==> src/verilog/cdcd_pkg.sv <==
package cdcd_pkg;
  localparam int CLK_MHZ = 20;
  localparam int CLK_HZ = 20000000;
  localparam int EXEC_NS = 666;
  localparam int EXEC_CYCLES = (EXEC_NS * CLK_MHZ + 999) / 1000;
  localparam int BLINK_HZ = 1;
  localparam int BLINK_HALF_CYCLES = CLK_HZ / (2 * BLINK_HZ);
  localparam logic [3:0] BUSY_LOAD = 4'(EXEC_CYCLES);
  localparam logic [7:0] OFS_INSTR = 8'h00;
  localparam logic [7:0] OFS_DATA = 8'h04;
  localparam logic [7:0] OFS_STATE = 8'h08;
  localparam logic [6:0] DD_LINE1_LAST = 7'h27;
  localparam logic [6:0] DD_LINE2_FIRST = 7'h40;
  localparam logic [6:0] DD_LINE2_LAST = 7'h67;
  localparam logic [6:0] DD_FIRST = 7'h00;
  localparam logic [5:0] PAN_LAST = 6'h27;
  localparam logic [5:0] GLYPH_LAST = 6'h3F;
  localparam logic RST_INC = 1'b1;
  localparam logic RST_SHIFT = 1'b0;
  localparam logic RST_BUS8 = 1'b1;
  localparam logic RST_DISP = 1'b0;
  localparam logic RST_CURSOR = 1'b0;
  localparam logic RST_BLINK = 1'b0;
  localparam logic [1:0] RST_BRIGHT = 2'h0;
  localparam logic [6:0] RST_AC = 7'h00;
  localparam logic [5:0] RST_PAN = 6'h00;
  localparam int ST_DISP = 0;
  localparam int ST_CURSOR = 1;
  localparam int ST_BLINK = 2;
  localparam int ST_INC = 3;
  localparam int ST_SHIFT = 4;
  localparam int ST_BUS8 = 5;
  localparam int ST_BRIGHT = 6;
  localparam int ST_GLYPH = 8;
  localparam int ST_PEND = 9;
  localparam int ST_NIB = 10;
  localparam int ST_PAN = 16;

  // Line-aware step; glyph space is a plain six-bit ring
  function automatic logic [6:0] cdcd_ac_step(input logic [6:0] ac, input logic glyph, input logic up);
    logic [6:0] res;
    res = up ? ac + 7'h01 : ac - 7'h01;
    if (glyph) begin
      res = {1'b0, res[5:0]};
    end else if (up && ac == DD_LINE1_LAST) begin
      res = DD_LINE2_FIRST;
    end else if (up && ac == DD_LINE2_LAST) begin
      res = DD_FIRST;
    end else if (!up && ac == DD_FIRST) begin
      res = DD_LINE2_LAST;
    end else if (!up && ac == DD_LINE2_FIRST) begin
      res = DD_LINE1_LAST;
    end
    return res;
  endfunction
endpackage

==> src/verilog/cdcd_blink.sv <==
`timescale 1ns/10ps
module cdcd_blink
  import cdcd_pkg::*;
#(
  parameter int HALF_CYCLES = BLINK_HALF_CYCLES
) (
  input wire logic sys_clk_i,
  input wire logic arst_n_i,
  input wire logic enable_i,
  output logic phase_o
);
  logic [23:0] count;
  logic [23:0] next_count;
  logic phase;
  logic next_phase;

  always_comb begin
    next_count = count + 24'h000001;
    next_phase = phase;
    if (!enable_i) begin
      next_count = 24'h000000;
      next_phase = 1'b0;
    end else if (count == 24'(HALF_CYCLES - 1)) begin
      next_count = 24'h000000;
      next_phase = !phase;
    end
  end

  always_ff @(posedge sys_clk_i or negedge arst_n_i) begin
    if (!arst_n_i) begin
      count <= 24'h000000;
      phase <= 1'b0;
    end else begin
      count <= next_count;
      phase <= next_phase;
    end
  end

  assign phase_o = phase;
endmodule

==> src/verilog/cdcd_ram.sv <==
`timescale 1ns/10ps
module cdcd_ram
  import cdcd_pkg::*;
(
  input wire logic sys_clk_i,
  input wire logic we_i,
  input wire logic glyph_sel_i,
  input wire logic [6:0] addr_i,
  input wire logic [7:0] wdata_i,
  output logic [7:0] rdata_o
);
  logic [7:0] display_ram [0:127];
  logic [4:0] glyph_ram [0:63];

  always_ff @(posedge sys_clk_i) begin
    if (we_i && !glyph_sel_i) begin
      display_ram[addr_i] <= wdata_i;
    end
    if (we_i && glyph_sel_i) begin
      glyph_ram[addr_i[5:0]] <= wdata_i[4:0];
    end
  end

  assign rdata_o = glyph_sel_i ? {3'h0, glyph_ram[addr_i[5:0]]} : display_ram[addr_i];
endmodule

==> src/verilog/cdcd_top.sv <==
`timescale 1ns/10ps
module cdcd_top
  import cdcd_pkg::*;
#(
  parameter int BLINK_HALF = BLINK_HALF_CYCLES
) (
  input wire logic sys_clk_i,
  input wire logic arst_n_i,
  input wire logic hsel_i,
  input wire logic [31:0] haddr_i,
  input wire logic [1:0] htrans_i,
  input wire logic hwrite_i,
  input wire logic [2:0] hsize_i,
  input wire logic [31:0] hwdata_i,
  input wire logic hready_i,
  output logic hreadyout_o,
  output logic hresp_o,
  output logic [31:0] hrdata_o,
  output logic display_on_o,
  output logic power_enable_o,
  output logic cursor_on_o,
  output logic cursor_all_dots_o,
  output logic [1:0] brightness_o,
  output logic [5:0] display_shift_o,
  output logic [6:0] cursor_addr_o,
  output logic glyph_select_o,
  output logic busy_o
);
  typedef enum logic [2:0] {
    BUS_IDLE = 3'b001,
    BUS_WAIT = 3'b010,
    BUS_DONE = 3'b100
  } cdcd_bus_type;

  localparam int BUSY_SPAN = EXEC_CYCLES;

  cdcd_bus_type bus_state;
  cdcd_bus_type next_bus_state;
  logic req_write;
  logic next_req_write;
  logic [7:0] req_ofs;
  logic [7:0] next_req_ofs;
  logic hready;
  logic next_hready;
  logic [31:0] rdata;
  logic [31:0] next_rdata;
  logic accept;
  logic [31:0] state_word;

  logic [6:0] ac;
  logic [6:0] next_ac;
  logic glyph_sel;
  logic next_glyph_sel;
  logic inc;
  logic next_inc;
  logic shift_en;
  logic next_shift_en;
  logic disp_on;
  logic next_disp_on;
  logic cursor_on;
  logic next_cursor_on;
  logic blink_on;
  logic next_blink_on;
  logic bus8;
  logic next_bus8;
  logic [1:0] bright;
  logic [1:0] next_bright;
  logic bright_pend;
  logic next_bright_pend;
  logic nib_pend;
  logic next_nib_pend;
  logic [3:0] nib_hi;
  logic [3:0] next_nib_hi;
  logic [5:0] pan;
  logic [5:0] next_pan;
  logic [3:0] busy_cnt;
  logic [3:0] next_busy_cnt;
  logic busy_flag;
  logic next_busy_flag;
  logic dots;
  logic next_dots;

  logic [7:0] cmd;
  logic byte_ok;
  logic exec_instr;
  logic exec_data;
  logic rd_go;
  logic exec_go;
  logic ram_we;
  logic [7:0] ram_rdata;
  logic blink_phase;

  // Panning ring over the forty columns of a line
  function automatic logic [5:0] cdcd_pan_step(input logic [5:0] cur, input logic left);
    logic [5:0] res;
    res = left ? cur + 6'h01 : cur - 6'h01;
    if (left && cur == PAN_LAST) begin
      res = 6'h00;
    end else if (!left && cur == 6'h00) begin
      res = PAN_LAST;
    end
    return res;
  endfunction

  assign accept = hsel_i && htrans_i[1] && hready_i;

  always_comb begin
    state_word = 32'h00000000;
    state_word[ST_DISP] = disp_on;
    state_word[ST_CURSOR] = cursor_on;
    state_word[ST_BLINK] = blink_on;
    state_word[ST_INC] = inc;
    state_word[ST_SHIFT] = shift_en;
    state_word[ST_BUS8] = bus8;
    state_word[ST_BRIGHT +: 2] = bright;
    state_word[ST_GLYPH] = glyph_sel;
    state_word[ST_PEND] = bright_pend;
    state_word[ST_NIB] = nib_pend;
    state_word[ST_PAN +: 6] = pan;
  end

  // One wait state gives time to fetch RAM and status
  always_comb begin
    next_bus_state = bus_state;
    next_req_write = req_write;
    next_req_ofs = req_ofs;
    next_rdata = rdata;
    unique case (bus_state)
      BUS_IDLE, BUS_DONE: begin
        next_bus_state = BUS_IDLE;
        if (accept) begin
          next_bus_state = BUS_WAIT;
          next_req_write = hwrite_i;
          next_req_ofs = haddr_i[7:0];
        end
      end
      BUS_WAIT: begin
        next_bus_state = BUS_DONE;
        next_rdata = 32'h00000000;
        if (!req_write) begin
          unique case (req_ofs)
            OFS_INSTR: next_rdata = {24'h000000, busy_flag, ac};
            OFS_DATA: next_rdata = {24'h000000, ram_rdata};
            OFS_STATE: next_rdata = state_word;
            default: next_rdata = 32'h00000000;
          endcase
        end
      end
      default: next_bus_state = BUS_IDLE;
    endcase
    next_hready = next_bus_state != BUS_WAIT;
  end

  always_ff @(posedge sys_clk_i or negedge arst_n_i) begin
    if (!arst_n_i) begin
      bus_state <= BUS_IDLE;
      req_write <= 1'b0;
      req_ofs <= 8'h00;
      hready <= 1'b1;
      rdata <= 32'h00000000;
    end else begin
      bus_state <= next_bus_state;
      req_write <= next_req_write;
      req_ofs <= next_req_ofs;
      hready <= next_hready;
      rdata <= next_rdata;
    end
  end

  always_comb begin
    next_ac = ac;
    next_glyph_sel = glyph_sel;
    next_inc = inc;
    next_shift_en = shift_en;
    next_disp_on = disp_on;
    next_cursor_on = cursor_on;
    next_blink_on = blink_on;
    next_bus8 = bus8;
    next_bright = bright;
    next_bright_pend = bright_pend;
    next_nib_pend = nib_pend;
    next_nib_hi = nib_hi;
    next_pan = pan;
    cmd = hwdata_i[7:0];
    byte_ok = 1'b0;
    ram_we = 1'b0;
    // Writes while busy are dropped; host must poll first
    if (bus_state == BUS_WAIT && req_write && !busy_flag && (req_ofs == OFS_INSTR || req_ofs == OFS_DATA)) begin
      if (bus8) begin
        byte_ok = 1'b1;
      end else if (!nib_pend) begin
        next_nib_pend = 1'b1;
        next_nib_hi = hwdata_i[7:4];
      end else begin
        byte_ok = 1'b1;
        next_nib_pend = 1'b0;
        cmd = {nib_hi, hwdata_i[7:4]};
      end
    end
    exec_instr = byte_ok && req_ofs == OFS_INSTR;
    exec_data = byte_ok && req_ofs == OFS_DATA;
    rd_go = bus_state == BUS_WAIT && !req_write && req_ofs == OFS_DATA && !busy_flag;
    if (exec_instr) begin
      next_bright_pend = 1'b0;
      if (cmd[7]) begin
        next_ac = cmd[6:0];
        next_glyph_sel = 1'b0;
      end else if (cmd[6]) begin
        next_ac = {1'b0, cmd[5:0]};
        next_glyph_sel = 1'b1;
      end else if (cmd[5]) begin
        next_bus8 = cmd[4];
        next_bright_pend = 1'b1;
      end else if (cmd[4]) begin
        if (cmd[3]) begin
          next_pan = cdcd_pan_step(pan, !cmd[2]);
        end else begin
          next_ac = cdcd_ac_step(ac, glyph_sel, cmd[2]);
        end
      end else if (cmd[3]) begin
        next_disp_on = cmd[2];
        next_cursor_on = cmd[1];
        next_blink_on = cmd[0];
      end else if (cmd[2]) begin
        next_inc = cmd[1];
        next_shift_en = cmd[0];
      end
    end
    if (exec_data) begin
      if (bright_pend) begin
        next_bright = cmd[1:0];
        next_bright_pend = 1'b0;
      end else begin
        ram_we = 1'b1;
        next_ac = cdcd_ac_step(ac, glyph_sel, inc);
        if (shift_en && !glyph_sel) begin
          next_pan = cdcd_pan_step(pan, inc);
        end
      end
    end
    if (rd_go) begin
      next_ac = cdcd_ac_step(ac, glyph_sel, inc);
    end
    exec_go = exec_instr || exec_data || rd_go;
    next_busy_cnt = busy_cnt;
    if (exec_go) begin
      next_busy_cnt = BUSY_LOAD;
    end else if (busy_cnt != 4'h0) begin
      next_busy_cnt = busy_cnt - 4'h1;
    end
    next_busy_flag = next_busy_cnt != 4'h0;
    next_dots = blink_on && disp_on && blink_phase;
  end

  always_ff @(posedge sys_clk_i or negedge arst_n_i) begin
    if (!arst_n_i) begin
      ac <= RST_AC;
      glyph_sel <= 1'b0;
      inc <= RST_INC;
      shift_en <= RST_SHIFT;
      disp_on <= RST_DISP;
      cursor_on <= RST_CURSOR;
      blink_on <= RST_BLINK;
      bus8 <= RST_BUS8;
      bright <= RST_BRIGHT;
      bright_pend <= 1'b0;
      nib_pend <= 1'b0;
      nib_hi <= 4'h0;
      pan <= RST_PAN;
      busy_cnt <= 4'h0;
      busy_flag <= 1'b0;
      dots <= 1'b0;
    end else begin
      ac <= next_ac;
      glyph_sel <= next_glyph_sel;
      inc <= next_inc;
      shift_en <= next_shift_en;
      disp_on <= next_disp_on;
      cursor_on <= next_cursor_on;
      blink_on <= next_blink_on;
      bus8 <= next_bus8;
      bright <= next_bright;
      bright_pend <= next_bright_pend;
      nib_pend <= next_nib_pend;
      nib_hi <= next_nib_hi;
      pan <= next_pan;
      busy_cnt <= next_busy_cnt;
      busy_flag <= next_busy_flag;
      dots <= next_dots;
    end
  end

  cdcd_ram u_ram (
    .sys_clk_i(sys_clk_i),
    .we_i(ram_we),
    .glyph_sel_i(glyph_sel),
    .addr_i(ac),
    .wdata_i(cmd),
    .rdata_o(ram_rdata)
  );

  cdcd_blink #(
    .HALF_CYCLES(BLINK_HALF)
  ) u_blink (
    .sys_clk_i(sys_clk_i),
    .arst_n_i(arst_n_i),
    .enable_i(blink_on),
    .phase_o(blink_phase)
  );

  assign hreadyout_o = hready;
  assign hresp_o = 1'b0;
  assign hrdata_o = rdata;
  assign display_on_o = disp_on;
  assign power_enable_o = disp_on;
  assign cursor_on_o = cursor_on;
  assign cursor_all_dots_o = dots;
  assign brightness_o = bright;
  assign display_shift_o = pan;
  assign cursor_addr_o = ac;
  assign glyph_select_o = glyph_sel;
  assign busy_o = busy_flag;
endmodule
==> config.mk <==
export PLATFORM = sky130hd
export DESIGN_NAME = cdcd_top
export DESIGN_NICKNAME = d
export VERILOG_FILES = /design/src/verilog/cdcd_pkg.sv /design/src/verilog/cdcd_blink.sv /design/src/verilog/cdcd_ram.sv /design/src/verilog/cdcd_top.sv
export SDC_FILE = /design/constraint.sdc
export NUM_CORES = 2
export LEC_CHECK = 0
export BUFFER_PORTS_ARGS = -buffer_cell sky130_fd_sc_hd__buf_2
export CORE_UTILIZATION = 65
export CTS_BUF_LIST = sky130_fd_sc_hd__clkbuf_16
export DETAILED_ROUTE_END_ITERATION = 10
export PLACE_DENSITY_LB_ADDON = 0.2
export SLEW_MARGIN = 20
export SYNTH_ARGS = -nofsm -noshare
export SYNTH_HDL_FRONTEND = slang
export SYNTH_SLANG_ARGS = --single-unit
==> constraint.sdc <==
create_clock -name sys_clk_i -period 6.7 [get_ports sys_clk_i]
set_clock_uncertainty 0.05 [all_clocks]
set_input_delay 0.67 -clock sys_clk_i [delete_from_list [all_inputs] [get_ports sys_clk_i]]
set_output_delay 0.67 -clock sys_clk_i [all_outputs]
set_load 0.02 [all_outputs]
==> qor.csv <==
stage,metric,value,unit
yosys,synth cell count leaders,"1,344 x edfxtp_1, 297 x nor2_1, 165 x a22oi_1",
routing,met2 wire len,77800,µm
yosys,Cells after Synth,3657,
timing,Slew headroom,0.179,
routing,Metal-1 WL,58600,µm
cts,clock latency at the later pin of the worst-skew pair,750,ps
cts,clock transition at the registers of the reported paths,60,ps
cts,Post-CTS Setup Inserts,0,
floorplan,I/O pin total,129,
timing,final worst path period share,0.749,
pwr,P per Cell Area,286,nW/µm²
cts,post-cts resize count,0,
timing,final worst slack,1680,ps
place,routability cong.,0.934,
yosys,"Seq/Total Area, Yosys",0.737,
worst_setup_path,CP Launch Type,register,
cts,CTS Hold Bufs,1,
global_routing,first-pass GRT wire length,248000,µm
cells_and_area,share of post-route cells with drive strength above 1,0.157,
global_routing,antenna violations before repair,10,
status,status,finished clean,
worst_setup_path,CP endpoint kind,register,
routing,via count,37263,
cts,htree depth,4,
global_routing,vias in the first global route,36166,
timing,setup_tns,0,ps
global_routing,largest net degree at the start of global routing,143,
yosys,top-count cell post-synth,edfxtp_1,
floorplan,initial core utilization,0.661,
place,HPWL Detailed,100000,µm
cts,clock root buffer master,clkbuf_16,
floorplan,die area,90100,µm²
yosys,Synth async-reset ratio,0.0621,
yosys,Yosys Warn Count,0,
routing,max layer used,met5,
timing,minimum clock period,5020,ps
place,Buffers on Ports,60,
worst_hold_path,hold crit path type,in2reg,
timing,fmax,199,MHz
floorplan,Die H,300,µm
timing,Setup Viol. Count Final,0,
pwr,peak supply drop,0.279,mV
floorplan,# rows,108,
cells_and_area,final-layout fill cell count,5191,
worst_setup_path,CP arrival,5660,ps
routing,drt drc,0,
routing,WL per Instance,35.0,µm
yosys,register bit count reported by yosys,1433,
cts,CTS max path bufs,3,
timing,RSZ-0062 raised after global routing,false,
place,Placement Setup Slack,1980,ps
yosys,"Top FF cell, synth",edfxtp_1,
yosys,"EDFF count, synth",1344,
floorplan,Die X,300,µm
yosys,Mapped Area,57800,µm²
routing,vias per cell,7.48,
worst_setup_path,worst-path fanout max,51,
pwr,P_leak,21.0,nW
cells_and_area,Syn-to-layout area delta,10.3,%
routing,Post-DRT Antenna Nets,0,
cts,Num CTS Buffers,142,
timing,Final Hold Fails,0,
yosys,mean post-synth cell area,15.8,µm²
cts,CTS tree,done,
cts,Sinks on Clock Net,1433,
timing,Worst Max-Slew Pin Slew,1230,ps
timing,Slew Limit Fails,0,
global_routing,GRT Residual Overflow,0,
yosys,Synth area leader,edfxtp_1,
routing,routed wire length,174000,µm
yosys,Synth area leaders,"edfxtp_1 70%, dfrtp_1 3.7%, mux2i_1 2.8%",
worst_setup_path,CP required,7340,ps
global_routing,global-route usage over all layers,0.388,
cells_and_area,NumNets Final,3807,
routing,Pre-antenna DRT Iters,9,
yosys,post-synth top area share,0.698,
flow_run,total of max-cap violations,0,
routing,met3 wire len,26600,µm
worst_setup_path,critical path type,reg2reg,
yosys,"Distinct cells, synth",93,
floorplan,core area,87400,µm²
routing,DR iter-0 viols,6533,
## state kept, by name, indices dropped and copies added, names as in the netlist, 6 cells and up
signal and flops:
req_ofs 8, u_blink.count 24, display_shift_o 6, cursor_addr_o 7
u_ram.display_ram 1024, u_ram.glyph_ram 320, hrdata_o 17
## per-stage QoR
step | util | instances | hold slack [ps] | instance area (µm²) | power (W)
after floorplan | - | 3672 | 324 | 57800 | 0.0106
after global placement | 0.679 | 4736 | 436 | 59400 | 0.0109
after detailed placement | 0.679 | 4736 | 437 | 59400 | 0.0109
after CTS | 0.729 | 4978 | 81.5 | 63700 | 0.0182
after global routing | 0.729 | 4979 | 90.1 | 63700 | 0.0186
final | 0.729 | 4984 | 98.2 | 63800 | 0.0182
## placed cells by master, fill, tap and decap left out, drive strengths merged, types with 51 or more instances in the layout
master,count
mux2,137
a21oi,147
edfxtp,1344
dfrtp,85
mux2i,159
nand3,60
inv,64
buf,187
nor2,298
a221oi,108
o21ai,90
clkbuf,149
nor3,51
nand2,136
a22oi,165
## worst max-delay path, cell delays in order, from the launching register on
cell and delay (ps):
dfrtp_4 1040, buf_12 370, and2_1 1020, a221o_1 310
o21ai_0 80, a2111oi_0 840, nor4_1 250, o2111ai_1 610
a31o_2 240
## where the power goes
part	internal, W	switching (W)
Clock	0.00419	0.00328
Combinational	0.000252	0.000633
Sequential	0.00982	0.0000616
Total	0.0143	0.00397
## path summary, 6_finish.rpt
check                                  from               end  slack, ps  cells past startpoint
max                        cursor_addr_o[0]       hrdata_o[5]       1680                      8
min                              haddr_i[3]        req_ofs[3]        100                      3
max reg2reg                cursor_addr_o[0]       hrdata_o[5]       1680                      8
min reg2reg                    hrdata_o[20]      hrdata_o[20]        450                      1
max in group asynchronous          arst_n_i  cursor_addr_o[0]       5020                      3
min in group asynchronous          arst_n_i       busy_cnt[0]        360                      2
## logic make-up (layout without fill, tap and decap cells)
| logic type | count (synthesis) | in the layout | share of synthesized area |
|---|---|---|---|
| DFF | 1433 | 1433 | 0.737 |
| AOI/OAI and AO/OA | 862 | 862 | 0.110 |
| and+or+nand+nor | 697 | 697 | 0.0574 |
| muxes | 320 | 320 | 0.0637 |
| buffers and inverters | 302 | 454 | 0.0253 |
| xor gates and xnor gates | 36 | 36 | 0.00546 |
| adders and majority gates | 6 | 6 | 0.00130 |
| other | 1 | 21 | 0.0000649 |
## per-layer routing
metal  GRT usage  up-vias
li1            -    14733
met1       0.505    18318
met2       0.574     3435
met3       0.127      767
met4       0.231       10
met5           0        -
## cell type report
cell class                      instances  area (µm²)  area share
Antenna cell                            5        12.5    0.000196
Clock buffer                          149        3730      0.0585
Clock inverter                         92         567     0.00889
Inverter                               25         109     0.00171
Multi-Input combinational cell       1937       14000       0.219
Sequential cell                      1433       42600       0.668
Tap cell                             1155        1450      0.0227
Timing Repair Buffer                  188        1320      0.0208
Power figures use the tool's default switching activity.
